### src/include/wd_pkg.sv
// Constants, timing table and carriers for the pin selectable watchdog
package wd_pkg;
  // Clock and timebase
  localparam int unsigned CLK_FREQ_HZ = 20000000;
  localparam int unsigned CLK_PERIOD_NS = 50;
  localparam int unsigned US_PER_S = 1000000;
  localparam int unsigned US_CYCLES = CLK_FREQ_HZ / US_PER_S;
  // Least strobe pulse, rounded up to whole cycles
  localparam int unsigned STROBE_MIN_NS = 100;
  localparam int unsigned STROBE_MIN_CYC = (STROBE_MIN_NS + CLK_PERIOD_NS - 1) / CLK_PERIOD_NS;
  localparam logic [1:0] FLT_LAST = 2'(STROBE_MIN_CYC - 1);
  // Times in microseconds
  localparam logic [31:0] T_30US = 32'h0000001e;
  localparam logic [31:0] T_200US = 32'h000000c8;
  localparam logic [31:0] SELECT_SETTLE_US = 32'h0000012c; // 300 us
  localparam logic [31:0] T_1MS = 32'h000003e8;
  localparam logic [31:0] T_3MS = 32'h00000bb8;
  localparam logic [31:0] T_10MS = 32'h00002710;
  localparam logic [31:0] T_30MS = 32'h00007530;
  localparam logic [31:0] T_100MS = 32'h000186a0;
  localparam logic [31:0] T_300MS = 32'h000493e0;
  localparam logic [31:0] T_1S = 32'h000f4240;
  localparam logic [31:0] T_3S = 32'h002dc6c0;
  localparam logic [31:0] T_10S = 32'h00989680;
  localparam logic [31:0] T_60S = 32'h03938700;
  localparam logic [31:0] OD_PULSE_US = T_100MS;
  localparam logic [31:0] PP_PULSE_US = T_1MS;
  // Variants and select patterns
  localparam logic [1:0] VAR_EQUAL = 2'h0;
  localparam logic [1:0] VAR_LONG = 2'h1;
  localparam logic [1:0] VAR_FIRST = 2'h2;
  localparam logic [2:0] SEL_DISABLE = 3'h3;
  localparam logic [2:0] SEL_FE_A = 3'h5;
  localparam logic [2:0] SEL_FE_B = 3'h6;
  // Register map
  localparam logic [7:0] CONFIG_ADDR = 8'h00;
  localparam logic [7:0] STATUS_ADDR = 8'h04;
  localparam int unsigned CFG_OD_BIT = 2;
  localparam logic [2:0] CONFIG_RST = 3'h0;
  localparam logic [1:0] RESP_OKAY = 2'h0;
  localparam logic [1:0] RESP_SLVERR = 2'h2;

  typedef enum logic [2:0] {
    S_SETTLE, S_STARTUP, S_FIRST_EDGE, S_RUN, S_FAULT, S_DISABLED
  } wd_state_t;

  typedef struct packed {
    logic awvalid;
    logic [7:0] awaddr;
    logic wvalid;
    logic [31:0] wdata;
    logic [3:0] wstrb;
    logic bready;
    logic arvalid;
    logic [7:0] araddr;
    logic rready;
  } axi_req_t;

  typedef struct packed {
    logic awready;
    logic wready;
    logic bvalid;
    logic [1:0] bresp;
    logic arready;
    logic rvalid;
    logic [31:0] rdata;
    logic [1:0] rresp;
  } axi_rsp_t;

  typedef struct packed {
    wd_state_t state;
    logic [31:0] cnt;
    logic [15:0] us_div;
    logic [2:0] sel_s1;
    logic [2:0] sel_s2;
    logic [2:0] sel_applied;
    logic [2:0] cfg;
    logic [2:0] cfg_applied;
    logic strb_s1;
    logic strb_s2;
    logic filt;
    logic [1:0] flt_cnt;
    logic fault_n;
    logic fault_oe;
    logic aw_got;
    logic [7:0] awaddr;
    logic w_got;
    logic [31:0] wdata;
    logic [3:0] wstrb;
    axi_rsp_t rsp;
  } wd_regs_t;

  // Startup delay per variant and select pattern
  function automatic logic [31:0] delay_us(input logic [1:0] v, input logic [2:0] s);
    logic [31:0] r;
    r = T_1MS;
    if (v == VAR_LONG) begin
      r = T_60S;
    end else if (v == VAR_FIRST) begin
      case (s)
        3'h0: r = T_3MS;
        3'h1: r = T_3S;
        3'h2: r = T_60S;
        3'h4: r = T_200US;
        default: r = T_60S;
      endcase
    end else begin
      r = timeout_us(v, s);
    end
    return r;
  endfunction

  // Normal timeout per variant and select pattern
  function automatic logic [31:0] timeout_us(input logic [1:0] v, input logic [2:0] s);
    logic [31:0] r;
    r = T_1MS;
    case (s)
      3'h0: r = (v == VAR_FIRST) ? T_3MS : T_1MS;
      3'h1: r = (v == VAR_FIRST) ? T_3S : (v == VAR_LONG) ? T_3MS : T_10MS;
      3'h2: r = (v == VAR_FIRST) ? T_1S : (v == VAR_LONG) ? T_10MS : T_30MS;
      3'h4: r = (v == VAR_FIRST) ? T_30US : T_100MS;
      3'h5: r = (v == VAR_FIRST) ? T_1S : (v == VAR_LONG) ? T_300MS : T_1S;
      3'h6: r = (v == VAR_FIRST) ? T_10S : (v == VAR_LONG) ? T_3S : T_10S;
      3'h7: r = (v == VAR_FIRST) ? T_10S : T_60S;
      default: r = T_1MS;
    endcase
    return r;
  endfunction
endpackage

### src/rtl/pin_selectable_watchdog.sv
// Pin selectable watchdog supervisor with an AXI4-Lite config and status port
//
// Overview of operation
// - Restart timeout on filtered strobe edges, 100ns
// - Ignore strobe during fault pulse and startup
// - Ignore strobe for 300us settle interval
// - Select pins may change while running
// - Change during fault: finish pulse, then settle
// - Change otherwise: adopt now, then settle
// - Pattern 011 disables the watchdog
// - Leaving 011 re-enables after settle
// - Fault output held high while disabled
// - First-edge patterns end startup on strobe edge
// - Open-drain variant fault pulse is 100ms
// - Push-pull variant fault pulse is 1ms
// - After pulse, start fresh full timeout period
// - Missed timeout asserts fault low for pulse
// - Startup delay after power-up or pin change
// - Delays decoded from pins and variant
`timescale 1ns/10ps

module pin_selectable_watchdog #(
  parameter int unsigned us_cycles = wd_pkg::US_CYCLES
) (
  input wire logic sys_clk,
  input wire logic arst_n,
  input wire logic keepalive_strobe_in,
  input wire logic timing_select_bit0,
  input wire logic timing_select_bit1,
  input wire logic timing_select_bit2,
  output logic timeout_fault_out,
  output logic fault_drive_oe,
  input wire wd_pkg::axi_req_t axi_req,
  output wd_pkg::axi_rsp_t axi_rsp
);

  ////////////////////////////////////////////////////////////////////////////
  // State and helpers

  localparam logic [15:0] US_LAST = 16'(us_cycles - 1);

  wd_pkg::wd_regs_t st;
  wd_pkg::wd_regs_t next_st;

  logic tick;
  logic sel_change;
  logic strobe_edge;
  logic first_edge_mode;
  logic [31:0] startup_hold_period;
  logic [31:0] keepalive_timeout_period;
  logic [31:0] fault_pulse_width;
  logic settle_done;
  logic delay_done;
  logic wd_done;
  logic pulse_done;

  // One microsecond enable from a divider
  // counter timebase
  assign tick = (st.us_div == US_LAST);

  assign sel_change = ({st.cfg, st.sel_s2} != {st.cfg_applied, st.sel_applied});

  assign startup_hold_period = wd_pkg::delay_us(st.cfg_applied[1:0], st.sel_applied);
  assign keepalive_timeout_period = wd_pkg::timeout_us(st.cfg_applied[1:0], st.sel_applied);
  assign first_edge_mode = (st.cfg_applied[1:0] == wd_pkg::VAR_FIRST)
                        && ((st.sel_applied == wd_pkg::SEL_FE_A)
                        || (st.sel_applied == wd_pkg::SEL_FE_B));

  assign fault_pulse_width = st.cfg_applied[wd_pkg::CFG_OD_BIT] ? wd_pkg::OD_PULSE_US
                                                               : wd_pkg::PP_PULSE_US;

  // Period ends land on the tick that completes the last microsecond
  assign settle_done = tick && (st.cnt + 32'h1 >= wd_pkg::SELECT_SETTLE_US);
  assign delay_done = tick && (st.cnt + 32'h1 >= startup_hold_period);
  assign wd_done = tick && (st.cnt + 32'h1 >= keepalive_timeout_period);
  assign pulse_done = tick && (st.cnt + 32'h1 >= fault_pulse_width);

  // a level must hold two cycles (100ns) to count
  assign strobe_edge = (st.strb_s2 != st.filt) && (st.flt_cnt == wd_pkg::FLT_LAST);

  ////////////////////////////////////////////////////////////////////////////
  // Next state

  always_comb begin
    logic restart;
    restart = 1'b0;
    next_st = st;

    // Two flops before any logic reads the pins
    // pin synchronisers
    next_st.sel_s1 = {timing_select_bit2, timing_select_bit1, timing_select_bit0};
    next_st.sel_s2 = st.sel_s1;
    next_st.strb_s1 = keepalive_strobe_in;
    next_st.strb_s2 = st.strb_s1;

    // Glitch filter; shorter pulses never move the filtered level
    // pulse width filter
    if (st.strb_s2 == st.filt) begin
      next_st.flt_cnt = 2'h0;
    end else if (strobe_edge) begin
      next_st.filt = st.strb_s2;
      next_st.flt_cnt = 2'h0;
    end else begin
      next_st.flt_cnt = st.flt_cnt + 2'h1;
    end

    // Free running microsecond count, cleared on every phase change
    if (tick) begin
      next_st.us_div = 16'h0000;
      next_st.cnt = st.cnt + 32'h1;
    end else begin
      next_st.us_div = st.us_div + 16'h0001;
    end

    case (st.state)
      wd_pkg::S_SETTLE: begin
        if (sel_change) begin
          next_st.sel_applied = st.sel_s2;
          next_st.cfg_applied = st.cfg;
          restart = 1'b1;
        end else if (settle_done) begin
          restart = 1'b1;
          if (st.sel_applied == wd_pkg::SEL_DISABLE) begin
            next_st.state = wd_pkg::S_DISABLED;
          end else if (first_edge_mode) begin
            next_st.state = wd_pkg::S_FIRST_EDGE;
          end else begin
            next_st.state = wd_pkg::S_STARTUP;
          end
        end
      end
      wd_pkg::S_STARTUP: begin
        if (sel_change) begin
          next_st.sel_applied = st.sel_s2;
          next_st.cfg_applied = st.cfg;
          next_st.state = wd_pkg::S_SETTLE;
          restart = 1'b1;
        end else if (delay_done) begin
          next_st.state = wd_pkg::S_RUN;
          restart = 1'b1;
        end
      end
      wd_pkg::S_FIRST_EDGE: begin
        // no deadline on the first edge
        if (sel_change) begin
          next_st.sel_applied = st.sel_s2;
          next_st.cfg_applied = st.cfg;
          next_st.state = wd_pkg::S_SETTLE;
          restart = 1'b1;
        end else if (strobe_edge) begin
          next_st.state = wd_pkg::S_RUN;
          restart = 1'b1;
        end
      end
      wd_pkg::S_RUN: begin
        if (sel_change) begin
          next_st.sel_applied = st.sel_s2;
          next_st.cfg_applied = st.cfg;
          next_st.state = wd_pkg::S_SETTLE;
          restart = 1'b1;
        end else if (strobe_edge) begin
          restart = 1'b1;
        end else if (wd_done) begin
          next_st.state = wd_pkg::S_FAULT;
          restart = 1'b1;
        end
      end
      wd_pkg::S_FAULT: begin
        if (pulse_done) begin
          restart = 1'b1;
          if (sel_change) begin
            next_st.sel_applied = st.sel_s2;
            next_st.cfg_applied = st.cfg;
            next_st.state = wd_pkg::S_SETTLE;
          end else begin
            next_st.state = wd_pkg::S_RUN;
          end
        end
      end
      wd_pkg::S_DISABLED: begin
        if (sel_change) begin
          next_st.sel_applied = st.sel_s2;
          next_st.cfg_applied = st.cfg;
          next_st.state = wd_pkg::S_SETTLE;
          restart = 1'b1;
        end
      end
      default: begin
        next_st.state = wd_pkg::S_SETTLE;
        restart = 1'b1;
      end
    endcase

    if (restart) begin
      next_st.cnt = 32'h0;
      next_st.us_div = 16'h0000;
    end

    // Fault line follows the next state, so the pin flop is the state flop
    // output drive
    next_st.fault_n = (next_st.state != wd_pkg::S_FAULT);
    next_st.fault_oe = !next_st.fault_n && next_st.cfg_applied[wd_pkg::CFG_OD_BIT];

    // Write side: address and data taken in either order
    if (axi_req.awvalid && st.rsp.awready) begin
      next_st.aw_got = 1'b1;
      next_st.awaddr = axi_req.awaddr;
    end
    if (axi_req.wvalid && st.rsp.wready) begin
      next_st.w_got = 1'b1;
      next_st.wdata = axi_req.wdata;
      next_st.wstrb = axi_req.wstrb;
    end
    if (st.rsp.bvalid && axi_req.bready) begin
      next_st.rsp.bvalid = 1'b0;
    end
    if (st.aw_got && st.w_got && !st.rsp.bvalid) begin
      next_st.aw_got = 1'b0;
      next_st.w_got = 1'b0;
      next_st.rsp.bvalid = 1'b1;
      next_st.rsp.bresp = wd_pkg::RESP_OKAY;
      if (st.awaddr == wd_pkg::CONFIG_ADDR) begin
        if (st.wstrb[0]) begin
          next_st.cfg = st.wdata[2:0];
        end
      end else if (st.awaddr == wd_pkg::STATUS_ADDR) begin
        next_st.rsp.bresp = wd_pkg::RESP_OKAY;
      end else begin
        next_st.rsp.bresp = wd_pkg::RESP_SLVERR;
      end
    end
    // Ready drops while a word is held, which back-pressures the master
    next_st.rsp.awready = !next_st.aw_got && !next_st.rsp.bvalid;
    next_st.rsp.wready = !next_st.w_got && !next_st.rsp.bvalid;

    // Read side
    if (st.rsp.rvalid && axi_req.rready) begin
      next_st.rsp.rvalid = 1'b0;
    end
    if (axi_req.arvalid && st.rsp.arready) begin
      next_st.rsp.rvalid = 1'b1;
      next_st.rsp.rresp = wd_pkg::RESP_OKAY;
      next_st.rsp.rdata = 32'h0;
      if (axi_req.araddr == wd_pkg::CONFIG_ADDR) begin
        next_st.rsp.rdata = {29'h0, st.cfg};
      end else if (axi_req.araddr == wd_pkg::STATUS_ADDR) begin
        next_st.rsp.rdata = {24'h0, st.filt, st.sel_applied, !st.fault_n, st.state};
      end else begin
        next_st.rsp.rresp = wd_pkg::RESP_SLVERR;
      end
    end
    next_st.rsp.arready = !next_st.rsp.rvalid;
  end

  ////////////////////////////////////////////////////////////////////////////
  // Registers

  // Reset lands in settle, as after power-up
  always_ff @(posedge sys_clk or negedge arst_n) begin
    if (!arst_n) begin
      st <= '0;
      st.fault_n <= 1'b1;
      st.cfg <= wd_pkg::CONFIG_RST;
      st.cfg_applied <= wd_pkg::CONFIG_RST;
    end else begin
      st <= next_st;
    end
  end

  assign timeout_fault_out = st.fault_n;
  assign fault_drive_oe = st.fault_oe;
  assign axi_rsp = st.rsp;

  ////////////////////////////////////////////////////////////////////////////
  // Assertions

  property p_filter_restart;
    @(posedge sys_clk) disable iff (!arst_n)
    (st.state == wd_pkg::S_RUN && strobe_edge && !sel_change)
      |=> (st.cnt == 32'h0 && st.us_div == 16'h0000 && st.state == wd_pkg::S_RUN);
  endproperty
  a_filter_restart: assert property (p_filter_restart)
    else $error("valid strobe edge did not restart timeout");

  property p_short_pulse;
    @(posedge sys_clk) disable iff (!arst_n)
    (st.strb_s2 != st.filt && st.flt_cnt == 2'h0) ##1 (st.strb_s2 == st.filt)
      |-> $stable(st.filt);
  endproperty
  a_short_pulse: assert property (p_short_pulse)
    else $error("one cycle strobe glitch was accepted");

  property p_startup_ignores;
    @(posedge sys_clk) disable iff (!arst_n)
    (st.state == wd_pkg::S_STARTUP && !delay_done && !sel_change)
      |=> (st.state == wd_pkg::S_STARTUP);
  endproperty
  a_startup_ignores: assert property (p_startup_ignores)
    else $error("startup left early");

  property p_settle_ignores;
    @(posedge sys_clk) disable iff (!arst_n)
    (st.state == wd_pkg::S_SETTLE && strobe_edge && !settle_done && !sel_change)
      |=> (st.state == wd_pkg::S_SETTLE && st.cnt >= $past(st.cnt));
  endproperty
  a_settle_ignores: assert property (p_settle_ignores)
    else $error("strobe acted during settle");

  property p_fault_finishes;
    @(posedge sys_clk) disable iff (!arst_n)
    (st.state == wd_pkg::S_FAULT && !pulse_done) |=> (st.state == wd_pkg::S_FAULT);
  endproperty
  a_fault_finishes: assert property (p_fault_finishes)
    else $error("fault pulse cut short");

  property p_change_settles;
    @(posedge sys_clk) disable iff (!arst_n)
    (st.state == wd_pkg::S_RUN && sel_change)
      |=> (st.state == wd_pkg::S_SETTLE && st.sel_applied == $past(st.sel_s2));
  endproperty
  a_change_settles: assert property (p_change_settles)
    else $error("pin change not adopted");

  property p_disable;
    @(posedge sys_clk) disable iff (!arst_n)
    (st.state == wd_pkg::S_SETTLE && settle_done && !sel_change
      && st.sel_applied == wd_pkg::SEL_DISABLE) |=> (st.state == wd_pkg::S_DISABLED);
  endproperty
  a_disable: assert property (p_disable)
    else $error("disable pattern not honoured");

  property p_disabled_high;
    @(posedge sys_clk) disable iff (!arst_n)
    (st.state == wd_pkg::S_DISABLED) |-> (timeout_fault_out && !fault_drive_oe);
  endproperty
  a_disabled_high: assert property (p_disabled_high)
    else $error("fault output low while disabled");

  property p_fresh_timeout;
    @(posedge sys_clk) disable iff (!arst_n)
    (st.state == wd_pkg::S_FAULT ##1 st.state == wd_pkg::S_RUN)
      |-> (st.cnt == 32'h0 && timeout_fault_out);
  endproperty
  a_fresh_timeout: assert property (p_fresh_timeout)
    else $error("timeout not restarted after pulse");

  property p_fault_cause;
    @(posedge sys_clk) disable iff (!arst_n)
    $fell(timeout_fault_out) |-> $past(st.state == wd_pkg::S_RUN && wd_done);
  endproperty
  a_fault_cause: assert property (p_fault_cause)
    else $error("fault asserted without a timeout");

endmodule

### config.mk
export PLATFORM = sky130hd
export DESIGN_NAME = pin_selectable_watchdog
export DESIGN_NICKNAME = d
export VERILOG_FILES = /design/src/include/wd_pkg.sv /design/src/rtl/pin_selectable_watchdog.sv
export SDC_FILE = /design/constraint.sdc
export NUM_CORES = 1
export LEC_CHECK = 0
export ABC_AREA = 0
export BUFFER_PORTS_ARGS = -buffer_cell sky130_fd_sc_hd__buf_2
export CORE_UTILIZATION = 40
export CTS_CLUSTER_SIZE = 12
export DETAILED_ROUTE_END_ITERATION = 8
export PLACE_DENSITY = 0.62
export SYNTH_ARGS = -nofsm -noshare
export SYNTH_HDL_FRONTEND = slang
export SYNTH_SLANG_ARGS = --single-unit
### constraint.sdc
create_clock -name sys_clk -period 6.25 [get_ports sys_clk]
set_input_delay 0.9375 -clock sys_clk [delete_from_list [all_inputs] [get_ports sys_clk]]
set_output_delay 0.9375 -clock sys_clk [all_outputs]
set_load 0.02 [all_outputs]
; ---- Yosys cells after proc, flatten, opt, wreduce, memory -nomap -nowiden
; Index checks and enable logic that the tools add are counted.
[word_totals]
latch_bits = 0
rom_bits = 0
wordCells = 162
inputBits = 63
ram_bits = 0
out_inout_bits = 43
ff_bits = 160
memories = 0
[op_classes]
eq_ne = 23
n_mul = 0
n_shift = 0
n_div = 0
reduce_logical = 34
n_lt_le_gt_ge = 4
mux = 69
bitwise = 1
addsub = 3
[op_table]
columns = operator, n
row1 = case mux 26 bit (7 select lines), 1
row2 = case mux 26 bit (6 select lines), 1
row3 = two-way mux 32 bit, 4
row4 = case mux 26 bit (3 select lines), 1
row5 = >= comparator 32 bit, 2
row6 = two-way mux 20 bit, 3
row7 = two-way mux 3 bit, 17
row8 = two-way mux 24 bit, 2
row9 = two-way mux 48 bit, 1
row10 = two-way mux 37 bit, 1
row11 = two-way mux 35 bit, 1
row12 = two-way mux 17 bit, 2
row13 = "adder 32 x 1 -> 32 bit, second input constant", 1
row14 = >= comparator 32 x 17 -> 1 bit, 1
row15 = ">= comparator 32 x 9 -> 1 bit, second input constant", 1
row16 = two-way mux 26 bit, 1
row17 = two-way mux 22 bit, 1
row18 = "== test 3 bit, second input constant", 6
row19 = case mux 3 bit (6 select lines), 1
row20 = "adder 16 x 1 -> 16 bit, second input constant", 1
row21 = "== test 16 x 5 -> 1 bit, second input constant", 1
row22 = "== test 8 x 3 -> 1 bit, second input constant", 2
row23 = logical AND 1 bit, 16
row24 = zero test 8 bit, 2
row25 = 28 further kinds, 64

; ---- Logic depth before layout (Yosys ltp)
[depth]
ltp_word = 13
mapped_depth = 19
ltp_nobuf = 16

; ---- Worst setup path after synthesis
; No wires, ideal clock.
[synth_timing]
kind = flip-flop to flip-flop
start = reg st[127] in the netlist's numbering
end = reg st[145] in the netlist's numbering
n_path_buf = 3
arrival_time_ns = 4.470
stages_incl_launch_ff = 18
t_required_ns = 6.178
setup_time_ns = 0.072
period_less_slack_ns = 4.542
slack_ns = 1.708
cell_sequence = dfrtp_1 > buf_2 > nand3_2 > nor4_1 > nand2_1 > nor2_1 > xor2_1 > ha_1 > a21o_1 > a2111oi_0 > o41ai_1 > o21ai_0 > o31ai_1 > a311o_1 > or3_1 > buf_2 > buf_4 > nor2_1
[synth_between]
elab_chain_cells = 8
elab_cells_between_ends = 21
classes_between = add/sub (1) / order compare (4) / mux (11) / reduce/logical (5)
[synth_rtl]
columns = item, line_no
row1 = from (decl), pin_selectable_watchdog.sv:42  ; wd_pkg::wd_regs_t st;
row2 = from (signal assigned), pin_selectable_watchdog.sv:266  ; st <= next_st;
row3 = adder 32 x 1 -> 32 bit *, n/a
row4 = >= comparator 32 bit, pin_selectable_watchdog.sv:75  ; assign wd_done = tick && (st.cnt + 32'h1 >= keepalive_timeout_period);
row5 = logical AND 1 bit, pin_selectable_watchdog.sv:75
row6 = two-way mux 1 bit, pin_selectable_watchdog.sv:163  ; end else if (wd_done) begin
row7 = two-way mux 1 bit, pin_selectable_watchdog.sv:161  ; end else if (strobe_edge) begin
row8 = two-way mux 1 bit, pin_selectable_watchdog.sv:156  ; if (sel_change) begin
row9 = case mux 1 bit (6 select lines), pin_selectable_watchdog.sv:115  ; case (st.state)
row10 = two-way mux 48 bit / nonzero test 2 bit (equally long branches), n/a
; Mark *: on every way between the ends. The rest lies on a longest branch, timed or not. The select of a mux whose other input is x is not followed.
; A chain may end at the register's enable or synchronous reset.

; ---- Worst setup path in the final report
[layout_timing]
start = reg st[128] in the netlist's numbering
end = reg st[148] in the netlist's numbering
; The elaborated chain is that of the path after synthesis.

==> impl_metrics.tcl <==
set metrics [dict create \
    cts_root_buf "clkbuf_16" \
    via_per_inst 5.41 \
    synthTopCellsByCount "115 x nor2_1, 101 x dfrtp_1, 79 x nand2_1" \
    post-cts-setup-buffer-count 0 \
    initial_utilization 0.412 \
    cts_buffers 9 \
    fin_crit_ns 5.15 \
    rows 50 \
    worst_ep_arrival_time_ns 5.38 \
    synthArstFlopShare 1.00 \
    clock_path_buffers 2 \
    ys_types 76 \
    ys_warn_count 0 \
    drive_gt1_frac 0.114 \
    drv_cap 0 \
    grt_overflow_total 0 \
    crit_path_start_kind "flip-flop" \
    n_antenna_cell 0 \
    cts_sinks 102 \
    tightest_slew_ns 0.905 \
    hp-class "flip-flop to flip-flop" \
    ys.flop_type "dfrtp_1" \
    timing.final.crit_share 0.824 \
    vdd_drop_max_uv 164 \
    boundaryPins 106 \
    die_w_um 141 \
    cts_hold_buf 0 \
    status "complete, no violations" \
    fin_worst_skew_ns 0.0141 \
    synth_edf_count 0 \
    ant_nets 0 \
    critPathMaxFanout 32 \
    worstSkewPairLatency_ns 0.36 \
    end_kind "flip-flop" \
    grt_max_degree 72 \
    synthCells 904 \
    remaining_drc_errors 0 \
    synth_top_cell_by_area "dfrtp_1" \
    setup_viol 0 \
    cts.clk_slew.worst_paths_ns 0.07 \
    post-synth-top-count-cell "nor2_1" \
    die_y_um 141 \
    slew_headroom 0.397 \
    syn-cell-area_mm2 0.00776 \
    drt-initial-drc-count 430 \
    syn_area_per_cell_um2 8.58 \
    io_buffers 47 \
    tns_ns 0 \
    grt_pass1_vias 5922 \
    antenna_found_initial 0 \
    ys_ff_latch 102 \
    p_leak_nw 3.58 \
    dieArea_mm2 0.0200 \
    ys_seq_area_frac 0.329 \
    timing.fmax_mhz 194 \
    drv_slew 0 \
    area_growth_pct 6.43 \
    final_nets 1026 \
    p_per_area_mw_per_mm2 210 \
    wl_per_cell_um 15.5 \
    cts_tree "yes" \
    synth.top_cell.area_share 0.326 \
    totalWireLength_um 18200 \
    gp_congestion 0.883 \
    dp_hpwl_um 13500 \
    grt_usage 0.193 \
    first_pass_iters 5 \
    via_count 6330 \
    core-area_mm2 0.0188 \
    rsz0062_at_grt "no" \
    hold_viol_final 0 \
    htreeDepth 3 \
    final_util 0.439 \
    required_ns 6.48 \
    ctsResizeCount 0 \
    synth_area_leaders "dfrtp_1 33%, ha_1 9.2%, nor2_1 5.6%, xnor2_1 5.1%, buf_4 4.1%" \
    grt_pass1_wl_um 30500 \
    path_class "flip-flop to flip-flop" \
]
## sequential cells by signal, summed over array words and instances (netlist names)
register           cells
st                    81
fault_drive_oe         1
axi_rsp               15
next_st                4
timeout_fault_out      1
## layer usage
layer / vias to the layer above / part of all wire / GRT usage / wire (um)
li1: 3136 / - / - / -
met1: 3039 / 0.49 / 0.274 / 8910
met2: 144 / 0.46 / 0.306 / 8280
met3: 11 / 0.043 / 0.0294 / 781
met4: 0 / 0.010 / 0.0481 / 183
met5: - / 0 / 0 / 0
## layout make-up
type | count | area (um2)
clock buffer | 9 | 225
clock inverter | 7 | 72.6
fill | 1885 | 10600
inverter | 19 | 71.3
multi-input combinational | 718 | 4700
sequential | 102 | 2550
tap | 260 | 325
timing repair buffer | 56 | 305
## critical path, cell delays in order (launching register included)
cell	delay, ns
dfrtp_1	0.58
nand4_1	0.46
nor4_1	0.40
buf_4	0.23
nand3_1	0.13
xor2_1	0.37
inv_1	0.12
ha_1	0.31
nand4_1	0.10
nor4bb_1	0.52
o21ai_0	0.24
and4_1	0.21
o31ai_1	0.36
a311o_1	0.23
buf_4	0.20
or3_1	0.12
buf_4	0.32
nor2_1	0.10
## stage by stage
step	cell area [um2]	hold slack (ns)	power, W	cells	worst slack (ns)
after floorplan	7850	0.331	0.00110	929	1.71
after global placement	7960	0.334	0.00117	1155	1.28
after detailed placement	7960	0.337	0.00118	1155	1.14
after CTS	8260	0.361	0.00176	1171	1.13
after global routing	8260	0.362	0.00184	1171	0.631
final	8260	0.358	0.00174	1171	1.10
## final timing paths
| path | start | end | slack [ns] | depth (start not counted) |
|---|---|---|---|---|
| min in group asynchronous | arst_n | st[117] | 0.49 | 1 |
| min reg2reg | next_st[92] | st[92] | 0.36 | 0 |
| max in group asynchronous | arst_n | st[101] | 4.51 | 2 |
| max | st[128] | st[148] | 1.10 | 17 |
| min | next_st[92] | st[92] | 0.36 | 0 |
| max reg2reg | st[128] | st[148] | 1.10 | 17 |
## cell usage in the layout, fill, tap and decap left out, drive strengths merged, types with 11 or more instances in the layout
master	netlist	layout
nor2	115	115
dfrtp	101	101
nand2	79	79
ha	57	57
buf	56	56
xnor2	45	45
nand3	40	40
a21oi	38	38
o21ai	37	37
xor2	36	36
conb	1	26
nand4	22	22
inv	17	21
mux2	21	21
nor3	20	20
nor2b	17	17
nor4	12	12
a31oi	11	11
## power by group
part | switching, W | internal [W] | leakage, nW | total, W
clock | 0.000284 | 0.000283 | 0.143 | 0.000567
combinational | 0.000228 | 0.000152 | 2.09 | 0.000380
sequential | 0.0000521 | 0.000736 | 1.34 | 0.000788
total | 0.000564 | 0.00117 | 3.58 | 0.00174
## cell families after synthesis
group	synth area share
AO/OA/AOI/OAI	0.129
multiplexers	0.0395
buffers and inverters	0.0766
adder cells (fa/ha/maj)	0.0919
flip-flops	0.329
other	0.000483
XOR/XNOR	0.0914
AND/OR/NAND/NOR	0.242
No activity file was read; power rests on OpenSTA's default activity.
